**config.mk**
```make
export PLATFORM = sky130hd
export DESIGN_NAME = fwsr_ctrl
export DESIGN_NICKNAME = d
export VERILOG_FILES = /design/src/rtl/fwsr_pkg.sv /design/src/rtl/fwsr_sync.sv /design/src/rtl/fwsr_bus_cycle.sv /design/src/rtl/fwsr_ctrl.sv
export VERILOG_INCLUDE_DIRS = /design/src /design/src/rtl
export SDC_FILE = /design/constraint.sdc
export NUM_CORES = 1
export LEC_CHECK = 0
export BUFFER_PORTS_ARGS = -buffer_cell sky130_fd_sc_hd__buf_4
export CELL_PAD_IN_SITES_DETAIL_PLACEMENT = 1
export CELL_PAD_IN_SITES_GLOBAL_PLACEMENT = 1
export CORE_UTILIZATION = 40
export DETAILED_ROUTE_END_ITERATION = 12
export PLACE_DENSITY_LB_ADDON = 0.1
export SYNTH_ARGS = -nofsm -noshare
export SYNTH_HDL_FRONTEND = slang
export SYNTH_SLANG_ARGS = --single-unit
```
**constraint.sdc**
```tcl
create_clock -name clk_sys -period 4.2 [get_ports clk_sys]
set_input_delay 0.63 -clock clk_sys [delete_from_list [all_inputs] [get_ports clk_sys]]
set_output_delay 0.63 -clock clk_sys [all_outputs]
set_load 0.1 [all_outputs]
```
**src/rtl/fwsr_cfg.svh**
```systemverilog
`ifndef FWSR_CFG_SVH
`define FWSR_CFG_SVH

// timing
`define FWSR_CLK_NS 20
`define FWSR_T_STROBE_NS 70
`define FWSR_STROBE_CYC ((`FWSR_T_STROBE_NS + `FWSR_CLK_NS - 1) / `FWSR_CLK_NS)
`define FWSR_SYNC_LAT 3

// software register offsets
`define FWSR_REG_CTRL 8'h00
`define FWSR_REG_ADDR 8'h04
`define FWSR_REG_DATA 8'h08
`define FWSR_REG_STAT 8'h0C
`define FWSR_REG_RDAT 8'h10

// control register fields
`define FWSR_CTRL_OP_LSB 0
`define FWSR_CTRL_START 8
`define FWSR_CTRL_ABORT 9

// status register fields
`define FWSR_ST_BUSY 0
`define FWSR_ST_DONE 1
`define FWSR_ST_FAIL 2
`define FWSR_ST_RDY 3
`define FWSR_ST_ERR 4
`define FWSR_ST_POLLOK 5
`define FWSR_ST_SELTGL 6
`define FWSR_ST_TIMER 7
`define FWSR_ST_BYTE_LSB 8

// status bits on the flash data bus
`define FWSR_POLL_BIT 7
`define FWSR_TGL1_BIT 6
`define FWSR_ERR_BIT 5
`define FWSR_TIMER_BIT 3
`define FWSR_TGL2_BIT 2

// command cycles
`define FWSR_UNLOCK_A1 20'h00555
`define FWSR_UNLOCK_A2 20'h002AA
`define FWSR_UNLOCK_D1 8'hAA
`define FWSR_UNLOCK_D2 8'h55
`define FWSR_CMD_PROG 8'hA0
`define FWSR_CMD_ERASE_SETUP 8'h80
`define FWSR_CMD_CHIP 8'h10
`define FWSR_CMD_SECTOR 8'h30
`define FWSR_CMD_RESET 8'hF0
`define FWSR_LEN_PROG 3'h4
`define FWSR_LEN_ERASE 3'h6
`define FWSR_LEN_RESET 3'h1

`endif

```
**src/rtl/fwsr_pkg.sv**
```systemverilog
package fwsr_pkg;

    typedef enum logic [2:0] {
        OP_PROGRAM,
        OP_CHIP_ERASE,
        OP_SECTOR_ERASE,
        OP_RESET,
        OP_READ
    } fwsr_op_type;

    typedef enum {
        BC_IDLE,
        BC_SETUP,
        BC_STROBE,
        BC_HOLD
    } fwsr_bc_phase_type;

    typedef enum {
        S_IDLE,
        S_ISSUE,
        S_WAIT_CMD,
        S_RD_A,
        S_WAIT_A,
        S_RD_B,
        S_WAIT_B,
        S_EVAL,
        S_RST_WR,
        S_WAIT_RST,
        S_FINAL,
        S_WAIT_FINAL
    } fwsr_state_type;

endpackage : fwsr_pkg

```
**src/rtl/fwsr_sync.sv**
```systemverilog
`timescale 1ns/1ns
module fwsr_sync import fwsr_pkg::*; #(
    parameter int W = 8
) (
    // clock
    input wire logic clk_sys,
    input wire logic sys_rst,
    input wire logic clk_en,
    // level in, filtered level out
    input wire logic [W-1:0] d,
    output logic [W-1:0] q
);
    typedef struct packed {
        logic [W-1:0] s1;
        logic [W-1:0] s2;
        logic [W-1:0] s3;
        logic [W-1:0] q;
    } fwsr_sync_type;

    fwsr_sync_type r_q;
    fwsr_sync_type r_d;

    always_comb begin
        r_d = r_q;
        r_d.s1 = d;
        r_d.s2 = r_q.s1;
        r_d.s3 = r_q.s2;
        // a bit moves only once the second and third stages agree
        for (int i = 0; i < W; i++) begin
            if (r_q.s2[i] == r_q.s3[i]) begin
                r_d.q[i] = r_q.s3[i];
            end
        end
    end

    always_ff @(posedge clk_sys) begin
        if (sys_rst) begin
            r_q <= '0;
        end else if (clk_en) begin
            r_q <= r_d;
        end
    end

    assign q = r_q.q;
endmodule : fwsr_sync

```
**src/rtl/fwsr_bus_cycle.sv**
```systemverilog
`timescale 1ns/1ns
`include "fwsr_cfg.svh"
module fwsr_bus_cycle import fwsr_pkg::*; #(
    parameter int AW = 20,
    parameter int DW = 8
) (
    // clock
    input wire logic clk_sys,
    input wire logic sys_rst,
    input wire logic clk_en,
    // request
    input wire logic start,
    input wire logic wr,
    input wire logic [AW-1:0] addr,
    input wire logic [DW-1:0] wdata,
    output logic done,
    output logic [DW-1:0] rdata,
    // flash pins
    input wire logic [DW-1:0] dq_sync,
    output logic [AW-1:0] pin_addr,
    output logic [DW-1:0] pin_dq_o,
    output logic pin_dq_oe_n,
    output logic pin_ce_n,
    output logic pin_oe_n,
    output logic pin_we_n
);
    localparam logic [7:0] STROBE_CYC = 8'(`FWSR_STROBE_CYC);
    localparam logic [7:0] READ_CYC = 8'(`FWSR_STROBE_CYC + `FWSR_SYNC_LAT + 1);

    typedef struct packed {
        fwsr_bc_phase_type ph;
        logic wr;
        logic [7:0] cnt;
        logic [AW-1:0] a;
        logic [DW-1:0] dout;
        logic doe_n;
        logic ce_n;
        logic oe_n;
        logic we_n;
        logic [DW-1:0] rdata;
        logic done;
    } fwsr_bc_type;

    localparam fwsr_bc_type BC_RST = '{ph: BC_IDLE, wr: 1'b0, cnt: 8'h00, a: '0, dout: '0,
        doe_n: 1'b1, ce_n: 1'b1, oe_n: 1'b1, we_n: 1'b1, rdata: '0, done: 1'b0};

    fwsr_bc_type r_q;
    fwsr_bc_type r_d;

    always_comb begin
        r_d = r_q;
        r_d.done = 1'b0;
        case (r_q.ph)
            BC_IDLE: begin
                if (start) begin
                    r_d.ph = BC_SETUP;
                    r_d.wr = wr;
                    r_d.a = addr;
                    r_d.dout = wdata;
                    r_d.doe_n = ~wr;
                    r_d.ce_n = 1'b0;
                end
            end
            BC_SETUP: begin
                r_d.ph = BC_STROBE;
                r_d.we_n = ~r_q.wr;
                r_d.oe_n = r_q.wr;
                r_d.cnt = r_q.wr ? STROBE_CYC : READ_CYC;
            end
            BC_STROBE: begin
                r_d.cnt = r_q.cnt - 8'h01;
                if (r_q.cnt == 8'h01) begin
                    // both strobes rise here, so every read is a fresh strobe
                    r_d.ph = BC_HOLD;
                    r_d.we_n = 1'b1;
                    r_d.oe_n = 1'b1;
                    if (!r_q.wr) begin
                        r_d.rdata = dq_sync;
                    end
                end
            end
            BC_HOLD: begin
                r_d.ph = BC_IDLE;
                r_d.ce_n = 1'b1;
                r_d.doe_n = 1'b1;
                r_d.done = 1'b1;
            end
            default: r_d = BC_RST;
        endcase
    end

    always_ff @(posedge clk_sys) begin
        if (sys_rst) begin
            r_q <= BC_RST;
        end else if (clk_en) begin
            r_q <= r_d;
        end
    end

    assign done = r_q.done;
    assign rdata = r_q.rdata;
    assign pin_addr = r_q.a;
    assign pin_dq_o = r_q.dout;
    assign pin_dq_oe_n = r_q.doe_n;
    assign pin_ce_n = r_q.ce_n;
    assign pin_oe_n = r_q.oe_n;
    assign pin_we_n = r_q.we_n;
endmodule : fwsr_bus_cycle

```
**src/rtl/fwsr_ctrl.sv**
```systemverilog
// What this block does
// - host polls at the address of the programmed or erased sector
// - final data is taken from a read after polling ends
// - programming one over zero fails; host then writes reset
// - on error bit high the host checks toggling once more
// - host combines both toggle bits for sector and mode information
// - host reads the status byte twice and compares
// - still toggling with error high means failure and a reset write
// - host restarts the toggle check from its first step when resuming
//
// The address-and-strobe port and the register addresses were chosen for this implementation.
`timescale 1ns/1ns
`include "fwsr_cfg.svh"
module fwsr_ctrl import fwsr_pkg::*; #(
    parameter int AW = 20,
    parameter int DW = 8
) (
    // clock and reset
    input wire logic clk_sys,
    input wire logic sys_rst,
    input wire logic clk_en,
    // software register port
    input wire logic [7:0] sw_addr,
    input wire logic [31:0] sw_wdata,
    input wire logic sw_wr,
    input wire logic sw_rd,
    output logic [31:0] sw_rdata,
    output logic op_busy,
    // flash pins
    output logic [AW-1:0] flash_addr,
    input wire logic [DW-1:0] flash_dq_i,
    output logic [DW-1:0] flash_dq_o,
    output logic flash_dq_oe_n,
    output logic flash_ce_n,
    output logic flash_oe_n,
    output logic flash_we_n,
    input wire logic op_progress_pin
);
    typedef struct packed {
        fwsr_state_type st;
        fwsr_op_type op;
        logic [AW-1:0] op_addr;
        logic [DW-1:0] op_data;
        logic [2:0] step;
        logic bc_start;
        logic bc_wr;
        logic [AW-1:0] bc_a;
        logic [DW-1:0] bc_d;
        logic [DW-1:0] first_rd;
        logic [DW-1:0] last_rd;
        logic recheck;
        logic busy;
        logic done;
        logic fail;
        logic err_seen;
        logic poll_ok;
        logic sel_toggle;
        logic timer_seen;
        logic [DW-1:0] array_data;
        logic [31:0] rdata;
    } fwsr_ctrl_type;

    localparam fwsr_ctrl_type CTRL_RST = '{st: S_IDLE, op: OP_PROGRAM, step: 3'h0,
        default: '0};

    fwsr_ctrl_type r_q;
    fwsr_ctrl_type r_d;

    logic bc_done;
    logic [DW-1:0] bc_rdata;
    logic [DW-1:0] dq_sync;
    logic rdy_sync;

    fwsr_sync #(.W(DW + 1)) u_sync (
        .clk_sys(clk_sys),
        .sys_rst(sys_rst),
        .clk_en(clk_en),
        .d({op_progress_pin, flash_dq_i}),
        .q({rdy_sync, dq_sync})
    );

    fwsr_bus_cycle #(.AW(AW), .DW(DW)) u_bc (
        .clk_sys(clk_sys),
        .sys_rst(sys_rst),
        .clk_en(clk_en),
        .start(r_q.bc_start),
        .wr(r_q.bc_wr),
        .addr(r_q.bc_a),
        .wdata(r_q.bc_d),
        .done(bc_done),
        .rdata(bc_rdata),
        .dq_sync(dq_sync),
        .pin_addr(flash_addr),
        .pin_dq_o(flash_dq_o),
        .pin_dq_oe_n(flash_dq_oe_n),
        .pin_ce_n(flash_ce_n),
        .pin_oe_n(flash_oe_n),
        .pin_we_n(flash_we_n)
    );

    function automatic logic [2:0] seq_len(input fwsr_op_type op);
        case (op)
            OP_PROGRAM: seq_len = `FWSR_LEN_PROG;
            OP_CHIP_ERASE: seq_len = `FWSR_LEN_ERASE;
            OP_SECTOR_ERASE: seq_len = `FWSR_LEN_ERASE;
            OP_RESET: seq_len = `FWSR_LEN_RESET;
            default: seq_len = 3'h0;
        endcase
    endfunction : seq_len

    // address and data of one command write
    function automatic logic [AW+DW-1:0] seq_word(input fwsr_op_type op,
            input logic [2:0] s, input logic [AW-1:0] a, input logic [DW-1:0] d);
        logic prog;
        prog = (op == OP_PROGRAM);
        seq_word = {`FWSR_UNLOCK_A1, `FWSR_UNLOCK_D1};
        if (op == OP_RESET) begin
            seq_word = {`FWSR_UNLOCK_A1, `FWSR_CMD_RESET};
        end else begin
            case (s)
                3'h0: seq_word = {`FWSR_UNLOCK_A1, `FWSR_UNLOCK_D1};
                3'h1: seq_word = {`FWSR_UNLOCK_A2, `FWSR_UNLOCK_D2};
                3'h2: seq_word = prog ? {`FWSR_UNLOCK_A1, `FWSR_CMD_PROG}
                                      : {`FWSR_UNLOCK_A1, `FWSR_CMD_ERASE_SETUP};
                3'h3: seq_word = prog ? {a, d} : {`FWSR_UNLOCK_A1, `FWSR_UNLOCK_D1};
                3'h4: seq_word = {`FWSR_UNLOCK_A2, `FWSR_UNLOCK_D2};
                3'h5: seq_word = (op == OP_CHIP_ERASE) ? {`FWSR_UNLOCK_A1, `FWSR_CMD_CHIP}
                                                       : {a, `FWSR_CMD_SECTOR};
                default: seq_word = {`FWSR_UNLOCK_A1, `FWSR_CMD_RESET};
            endcase
        end
    endfunction : seq_word

    always_comb begin
        logic toggling;
        logic [AW+DW-1:0] w;
        toggling = 1'b0;
        w = '0;
        r_d = r_q;
        r_d.bc_start = 1'b0;

        // software side
        if (sw_wr) begin
            case (sw_addr)
                `FWSR_REG_ADDR: r_d.op_addr = sw_wdata[AW-1:0];
                `FWSR_REG_DATA: r_d.op_data = sw_wdata[DW-1:0];
                `FWSR_REG_CTRL: begin
                    if (sw_wdata[`FWSR_CTRL_ABORT]) begin
                        // leaving the poll loop; a later start begins at step one
                        r_d.st = S_IDLE;
                        r_d.busy = 1'b0;
                    end else if (sw_wdata[`FWSR_CTRL_START] && !r_q.busy && flash_ce_n
                                 && !r_q.bc_start) begin
                        // a cycle left over from an abort drains first, or its done
                        // would be taken for the first command write
                        r_d.op = fwsr_op_type'(sw_wdata[`FWSR_CTRL_OP_LSB +: 3]);
                        r_d.st = (r_d.op == OP_READ) ? S_FINAL : S_ISSUE;
                        r_d.step = 3'h0;
                        r_d.busy = 1'b1;
                        r_d.done = 1'b0;
                        r_d.fail = 1'b0;
                        r_d.err_seen = 1'b0;
                        r_d.poll_ok = 1'b0;
                        r_d.sel_toggle = 1'b0;
                        r_d.timer_seen = 1'b0;
                        r_d.recheck = 1'b0;
                    end
                end
                default: ;
            endcase
        end
        if (sw_rd) begin
            case (sw_addr)
                `FWSR_REG_CTRL: r_d.rdata = {29'h0, r_q.op};
                `FWSR_REG_ADDR: r_d.rdata = 32'(r_q.op_addr);
                `FWSR_REG_DATA: r_d.rdata = 32'(r_q.op_data);
                `FWSR_REG_STAT: begin
                    r_d.rdata = '0;
                    r_d.rdata[`FWSR_ST_BUSY] = r_q.busy;
                    r_d.rdata[`FWSR_ST_DONE] = r_q.done;
                    r_d.rdata[`FWSR_ST_FAIL] = r_q.fail;
                    r_d.rdata[`FWSR_ST_RDY] = rdy_sync;
                    r_d.rdata[`FWSR_ST_ERR] = r_q.err_seen;
                    r_d.rdata[`FWSR_ST_POLLOK] = r_q.poll_ok;
                    r_d.rdata[`FWSR_ST_SELTGL] = r_q.sel_toggle;
                    r_d.rdata[`FWSR_ST_TIMER] = r_q.timer_seen;
                    r_d.rdata[`FWSR_ST_BYTE_LSB +: DW] = r_q.last_rd;
                end
                `FWSR_REG_RDAT: r_d.rdata = 32'(r_q.array_data);
                default: r_d.rdata = '0;
            endcase
        end

        // flash side
        case (r_q.st)
            S_IDLE: ;
            S_ISSUE: begin
                w = seq_word(r_q.op, r_q.step, r_q.op_addr, r_q.op_data);
                r_d.bc_start = 1'b1;
                r_d.bc_wr = 1'b1;
                r_d.bc_a = w[AW+DW-1:DW];
                r_d.bc_d = w[DW-1:0];
                r_d.st = S_WAIT_CMD;
            end
            S_WAIT_CMD: begin
                if (bc_done) begin
                    r_d.step = r_q.step + 3'h1;
                    if (r_q.step + 3'h1 != seq_len(r_q.op)) begin
                        r_d.st = S_ISSUE;
                    end else if (r_q.op == OP_RESET) begin
                        r_d.st = S_FINAL;
                    end else begin
                        // status is valid only after the last command write
                        r_d.st = S_RD_A;
                    end
                end
            end
            S_RD_A, S_RD_B, S_FINAL: begin
                r_d.bc_start = 1'b1;
                r_d.bc_wr = 1'b0;
                r_d.bc_a = r_q.op_addr;
                r_d.st = (r_q.st == S_RD_A) ? S_WAIT_A :
                         (r_q.st == S_RD_B) ? S_WAIT_B : S_WAIT_FINAL;
            end
            S_WAIT_A: begin
                if (bc_done) begin
                    r_d.first_rd = bc_rdata;
                    r_d.st = S_RD_B;
                end
            end
            S_WAIT_B: begin
                if (bc_done) begin
                    r_d.last_rd = bc_rdata;
                    r_d.st = S_EVAL;
                end
            end
            S_EVAL: begin
                // two reads in a row, compared
                toggling = r_q.first_rd[`FWSR_TGL1_BIT] ^ r_q.last_rd[`FWSR_TGL1_BIT];
                if (r_q.first_rd[`FWSR_TGL2_BIT] ^ r_q.last_rd[`FWSR_TGL2_BIT]) begin
                    r_d.sel_toggle = 1'b1;
                end
                if (r_q.last_rd[`FWSR_TIMER_BIT] && r_q.op == OP_SECTOR_ERASE) begin
                    r_d.timer_seen = 1'b1;
                end
                if (!toggling) begin
                    // stopped toggle means finished, protected cases included
                    if (r_q.op == OP_PROGRAM) begin
                        r_d.poll_ok = (r_q.last_rd[`FWSR_POLL_BIT]
                                       == r_q.op_data[`FWSR_POLL_BIT]);
                    end else begin
                        r_d.poll_ok = r_q.last_rd[`FWSR_POLL_BIT];
                    end
                    r_d.st = S_FINAL;
                end else if (r_q.last_rd[`FWSR_ERR_BIT]) begin
                    r_d.err_seen = 1'b1;
                    if (r_q.recheck) begin
                        // still toggling with error: failed, write reset
                        r_d.fail = 1'b1;
                        r_d.st = S_RST_WR;
                    end else begin
                        // it may have just finished as the error rose
                        r_d.recheck = 1'b1;
                        r_d.st = S_RD_A;
                    end
                end else begin
                    r_d.st = S_RD_A;
                end
            end
            S_RST_WR: begin
                r_d.bc_start = 1'b1;
                r_d.bc_wr = 1'b1;
                r_d.bc_a = `FWSR_UNLOCK_A1;
                r_d.bc_d = `FWSR_CMD_RESET;
                r_d.st = S_WAIT_RST;
            end
            S_WAIT_RST: begin
                if (bc_done) begin
                    r_d.st = S_IDLE;
                    r_d.busy = 1'b0;
                    r_d.done = 1'b1;
                end
            end
            S_WAIT_FINAL: begin
                if (bc_done) begin
                    // the read after polling carries valid data on all bits
                    r_d.array_data = bc_rdata;
                    r_d.st = S_IDLE;
                    r_d.busy = 1'b0;
                    r_d.done = 1'b1;
                end
            end
            default: r_d.st = S_IDLE;
        endcase
        // abort wins over whatever the poll loop chose in the same cycle
        if (sw_wr && sw_addr == `FWSR_REG_CTRL && sw_wdata[`FWSR_CTRL_ABORT]) begin
            r_d.st = S_IDLE;
            r_d.busy = 1'b0;
            r_d.bc_start = 1'b0;
        end
    end

    always_ff @(posedge clk_sys) begin
        if (sys_rst) begin
            r_q <= CTRL_RST;
        end else if (clk_en) begin
            r_q <= r_d;
        end
    end

    assign sw_rdata = r_q.rdata;
    assign op_busy = r_q.busy;
endmodule : fwsr_ctrl

```
==> qor.yml, run 1 <==
global_route:
  grt_max_degree: 129
  grt_pass1_wl_mm: 44.9
  grt_overflow: 0
  grt_usage_pct: 21.4
  first_global_vias: 8130
  antenna_found_initial: 1
min_path:
  holdPathEnd: "u_sync.r_d[21]"
  worstHoldPathCells: 3
  worstHoldPathType: "primary input to flop"
  hold_start: "flash_dq_i[3]"
clocking:
  cts.repair.resized: 0
  cts_tree: "built"
  cts.sinks: 230
  path_clk_slew_ns: 0.06
  postCtsHoldBufs: 0
  clk_latency_ns: 0.55
  cts_made_buffers: 26
  h-tree-depth: 1
  post_cts_buffers: 0
  cts.path.max_buffers: 3
  cts_root_buf: "clkbuf_16"
drt:
  wl_mm: 27.8
  antenna_left: 0
  routedWlPerCell_um: 18.4
  drtPass1Iterations: 5
  initialDrtViolationCount: 465
  route.detailed.drc: 0
  vias_per_cell: 5.39
  via_count: 8134
floorplan:
  start_util_pct: 41.3
  die_w_um: 161
  rows: 57
  dieHeight_um: 161
  ios: 119
  die-area_um2: 26100
  core_area_um2: 24600
placed_design:
  dpl.hpwl_mm: 19.4
  post_dp_cell_area_um2: 10700
  portBuffers: 94
  place_congestion: 0.790
timing:
  tns_ns: 0
  rsz0062_at_grt: "no"
  final_hold_viol_count: 0
  timing.final.crit_share_pct: 68.1
  fmax_ghz: 0.350
  slew-limit-headroom_pct: 16.6
  tightest_slew_ns: 1.25
  period_minus_slack_ns: 2.86
  finalMaxSlewViolations: 0
  finalClockSkew_ns: 0.0228
  finalSetupViolCount: 0
synth:
  yosysUniqueCellTypes: 74
  yosysTopAreaCellShare_pct: 45.3
  avgSynthCellArea_um2: 8.80
  synth-warning-count: 0
  synth_area_leaders: "dfxtp_1 (45%), mux2i_1 (5.6%), a21oi_1 (5.3%)"
  ys_ff_latch: 230
  yosys.area.top_type: "dfxtp_1"
  synth_most_common_cell: "dfxtp_1"
  synth_edf_count: 0
  synth_top_cells_by_count: "dfxtp_1 (230), nand2_1 (142), a21oi_1 (108)"
  ys.flop_type: "dfxtp_1"
  synth_async_sr_flop_share_pct: 0
  netlist_area_um2: 10200
  syn_inst: 1156
  ys_seq_area_share_pct: 45.3
power_and_ir_drop:
  power_mw: 4.69
  leakage_nw: 4.48
  p_per_area_nw_per_um2: 406
  vdd_drop_max_v: 0.000263
critical_path:
  endpoint_kind: "flop"
  reg2reg_to: "r_q[86]"
  worstRegToRegCells: 5
  slowest_delay_ns: 0.81
  critPathRequiredTime_ns: 4.62
  critPathArrivalTime_ns: 3.28
  cp-start-kind: "flop"
  critPathKind: "flop to flop"
  worstPathCellList: "nor4_2 > nand3_1 > nor4_4 > nor2_1 > a22o_1"
  cp_max_fo: 11
  r2r_start: "r_q[146]"
  crit_path_top_delay_cell: "nor4_4"
  rrSetupSlack_ns: 1.34
layout:
  fin_area_um2: 11500
  synthToLayoutAreaGrowth_pct: 13.5
  final_nets: 1232
  drive_gt1_share_pct: 15.1
flow_run:
  maxCapViolCount: 0
run_status:
  status: "finished, final reports clean"
through the flow:
stage                     hold slack [ns]  setup WS [ns]  std cells  util [%]
after floorplan                     0.428           1.61       1167         -
after global placement              0.440           1.29       1461      43.4
after detailed placement            0.446           1.21       1461      43.4
after CTS                           0.308           1.34       1508      46.9
after global routing                0.335           1.10       1508      46.9
final                               0.320           1.34       1509      46.9
flip-flops by register name, summed over array words and instances, names as in the netlist, 8 cells and up:
signal	cells
r_q	121
sw_rdata	20
u_bc.pin_addr	20
u_bc.pin_dq_o	8
u_bc.r_q	11
u_bc.rdata	8
u_sync.q	9
u_sync.r_d	18
u_sync.r_q	9
logic make-up after synthesis:
group	share of synthesized area, %
simple gates	22.3
compound gates	15.9
flops	45.3
buf+inv	7.80
mux	6.05
fa+ha+maj	1.60
xor+xnor	1.03
other cells	0.0369
worst max path at each step:
stage,to,cells past startpoint,startpoint,slack [ns]
after floorplan,r_q[131],5,u_bc.pin_ce_n,1.61
after global placement,r_q[121],6,sw_addr[4],1.29
after CTS,r_q[86],5,r_q[146],1.34
final,r_q[86],5,r_q[146],1.34
after global routing,r_q[87],5,r_q[151],1.10
after detailed placement,r_q[120],6,sw_addr[5],1.21
per-layer routing:
metal  GRT usage [%]  up-vias  part of all wire (%)
met5               0        -                     0
met4            5.49        0                   2.2
met3            2.85       36                   3.4
met2            35.2      143                    46
met1            29.5     3929                    49
li1                -     4026                     -
area by class of cell:
| class | count | area, µm² |
|---|---|---|
| fillers | 2855 | 13100 |
| diodes | 1 | 2.50 |
| clock inverters | 8 | 105 |
| clock buffers | 39 | 769 |
| well taps | 324 | 405 |
| repair buffers | 105 | 792 |
| flip-flops and latches | 230 | 4600 |
| inverters | 14 | 52.6 |
| multi-input cells | 788 | 4810 |
critical path, delay by kind of cell, from the launching register on:
family / cells / cell delay, ns
AOI/OAI and AO/OA: 1 / 0.32
DFF: 1 / 0.32
and+or+nand+nor: 4 / 2.09
cell usage in the layout (no fill, tap or decap), drive strengths merged, types with 5 or more instances in the layout:
cell	n
dfxtp	230
nand2	142
a21oi	108
buf	105
nor2	104
nand3	63
mux2i	57
clkbuf	39
and2	34
a22o	26
o21ai	18
nand2b	15
nor4	15
a21o	14
nor3	14
inv	13
ha	13
conb	12
a211oi	11
a22oi	10
o21bai	10
a222oi	8
a31oi	8
xor2	7
and3	7
clkinv	7
nor2b	6
a32oi	6
nand4	6
nand3b	5
xnor2	5
o32ai	5
or3	5
power by group:
part	internal [mW]	total, mW	switching (mW)
clock	1.39	2.29	0.904
sequential	2.19	2.20	0.00811
combinational	0.0533	0.201	0.148
total	3.63	4.69	1.06
(Power assumes the default switching activity.)
==> inputs of run 2 (changes only) <==
==> constraint.sdc (replaced) <==
create_clock -name clk_sys -period 2.6 [get_ports clk_sys]
set_input_delay 0.39 -clock clk_sys [delete_from_list [all_inputs] [get_ports clk_sys]]
set_output_delay 0.39 -clock clk_sys [all_outputs]
set_load 0.1 [all_outputs]
==> run 2 against run 1 <==
First-iteration DRC count rose by 14%; sequential share of layout area fell by 1.1 points; clock power rose by 63%; critical path type unchanged; highest routed layer unchanged; largest cell class unchanged; largest power group unchanged.
==> qor.yml, run 2 (synthesis gave the netlist of run 1 again) <==
layout:
  fin_util_pct: 48.2  # +1.3 points
  drive_gt1_share_pct: 17.7  # +2.6 points
  final-seq-area_um2: 4600  # unchanged
  multi_input_area_um2: 4820  # +0.10%
  final_common_cell: "dfxtp_1"
  synthToLayoutAreaGrowth_pct: 16.6
  nFillCells: 2884  # +1.0%
  final_cell_mix: "dfxtp_1 (230), nand2_1 (142), buf_4 (139)"
  largest_reg_flops: 121  # unchanged
  final_nets: 1269  # +3.0%
  top_register: "r_q"
drt:
  drtPass1Iterations: 5  # unchanged
  wl_mm: 28.4  # +2.3%
  vias_per_cell: 5.36  # -0.52%
  route.detailed.drc: 0  # unchanged
  via_count: 8290  # +1.9%
  routedWlPerCell_um: 18.4  # -0.15%
  antenna_left: 0  # unchanged
  initialDrtViolationCount: 528  # +14%
critical_path:
  critPathArrivalTime_ns: 2.91  # -0.37 ns
  endpoint_kind: "flop"
  critPathRequiredTime_ns: 3.06  # -1.56 ns
  cp_max_fo: 9  # -2
  critPathKind: "flop to flop"
  cp-start-kind: "flop"
  reg2reg_to: "r_q[87]"
  rrSetupSlack_ns: 0.15  # -1.19 ns
  worstRegToRegCells: 7  # +2
  r2r_start: "r_q[95]"
timing:
  finalClockSkew_ns: 0.0147  # -0.00810 ns
  period_minus_slack_ns: 2.45  # -0.412 ns
  slew-limit-headroom_pct: 59.0  # +42 points
  final_hold_viol_count: 0  # unchanged
  holdWs_ns: 0.0993  # -0.221 ns
  tns_ns: 0  # unchanged
  finalSetupViolCount: 0  # unchanged
  rsz0062_at_grt: "no"
  fmax_ghz: 0.408  # +17%
  timing.final.crit_share_pct: 94.2  # +26 points
  finalMaxSlewViolations: 0  # unchanged
  tightest_slew_ns: 0.611  # -0.637 ns
global_route:
  grt_usage_pct: 21.7  # +0.33 points
  first_global_vias: 8163  # +0.41%
  grt_max_degree: 65  # -50%
  grt_pass1_wl_mm: 45.5  # +1.3%
  grt_overflow: 0  # unchanged
  antenna_found_initial: 1  # unchanged
floorplan:
  die_w_um: 161  # unchanged
  ios: 119  # unchanged
  die-area_um2: 26100  # unchanged
  dieHeight_um: 161  # unchanged
  start_util_pct: 41.3  # unchanged
  rows: 57  # unchanged
  core_area_um2: 24600  # unchanged
clocking:
  clk_latency_ns: 0.53  # -0.02 ns
  post_cts_buffers: 0  # unchanged
  cts_root_buf: "clkbuf_16"
  cts.sinks: 230  # unchanged
  h-tree-depth: 1  # unchanged
  cts_made_buffers: 26  # unchanged
  cts.path.max_buffers: 3  # unchanged
  path_clk_slew_ns: 0.06  # about the same
  cts.repair.resized: 0  # unchanged
  postCtsHoldBufs: 0  # unchanged
  cts_tree: "built"
placed_design:
  dpl.hpwl_mm: 20.3  # +4.5%
  portBuffers: 94  # unchanged
  place_congestion: 0.864  # +9.4%
flow_run:
  maxCapViolCount: 0  # unchanged
power_and_ir_drop:
  p_seq_share_pct: 46.6  # -0.3 points
  intPower_mw: 5.93  # +63%
  leakage_nw: 4.68  # +4.4%
  p_per_area_nw_per_um2: 642  # +58%
  vdd_drop_max_v: 0.000508  # +93%
  switchingPower_mw: 1.69  # +60%
  combPwrFrac_pct: 4.3  # about the same
  clkPwrFrac_pct: 49.0  # +0.2 points
  power_mw: 7.62  # +62%
  p_sw_share_pct: 22.2  # -0.35 points
min_path:
  worstHoldPathCells: 3  # unchanged
  holdPathEnd: "u_sync.r_d[26]"
  hold_start: "op_progress_pin"
  worstHoldPathType: "primary input to flop"
run_status:
  status: "finished, final reports clean"
[run 2: cell count changes in the layout (fill, tap and decap cells not counted), sizes merged]
cell / previous run / this run
buf: 105 / 142
clkbuf: 39 / 41
clkinv: 7 / 4
clkinvlp: 0 / 1
[run 2: metal layers]
metal  global-route usage, %  wire, µm  vias up
met5                       0         0        -
met4                    5.23       583        0
met3                    3.08      1140       35
met2                    35.5     12900      161
met1                    30.1     13800     3998
li1                        -         -     4096
[run 2: area by class of cell]
type | instances | area share [%]
Multi-Input combinational cell | 788 | 40.6
Sequential cell | 230 | 38.8
Timing Repair Buffer | 142 | 9.23
Clock buffer | 41 | 6.73
Tap cell | 324 | 3.42
Clock inverter | 6 | 0.728
Inverter | 14 | 0.443
Antenna cell | 1 | 0.0211
[run 2: power groups by stage]
stage / registers (mW) / clock network, mW / logic, mW
after global routing: 3.56 / 3.96 / 0.350
after floorplan: 3.63 / 0 / 0.232
final: 3.56 / 3.74 / 0.329
after CTS: 3.55 / 3.83 / 0.330
after global placement: 3.63 / 0 / 0.329
after detailed placement: 3.63 / 0 / 0.330
[run 2: metrics by stage]
stage	instance area, µm²	worst slack (ns)	std cells
2_1_floorplan	10200	0.00815	1167
3_3_place_gp	11000	0.198	1498
3_5_place_dp	11000	0.165	1498
4_1_cts	11900	0.122	1545
5_1_grt	11900	0.00514	1545
6_report	11900	0.151	1546
[run 2: worst max path at each step]
stage	from	end	depth (start not counted)
finish	r_q[95]	r_q[87]	7
global route	r_q[95]	r_q[75]	7
CTS	r_q[95]	r_q[87]	7
detailed placement	r_q[95]	r_q[87]	7
global placement	r_q[95]	r_q[86]	7
floorplan	u_bc.pin_ce_n	r_q[131]	5
[run 2: worst max-delay path, cell delays in order (launching register included)]
cell and delay, ns:
dfxtp_1 0.39, ha_1 0.17, ha_1 0.16, or3b_2 0.45
a211o_1 0.35, a21oi_1 0.31, and2_1 0.38, a22o_1 0.18
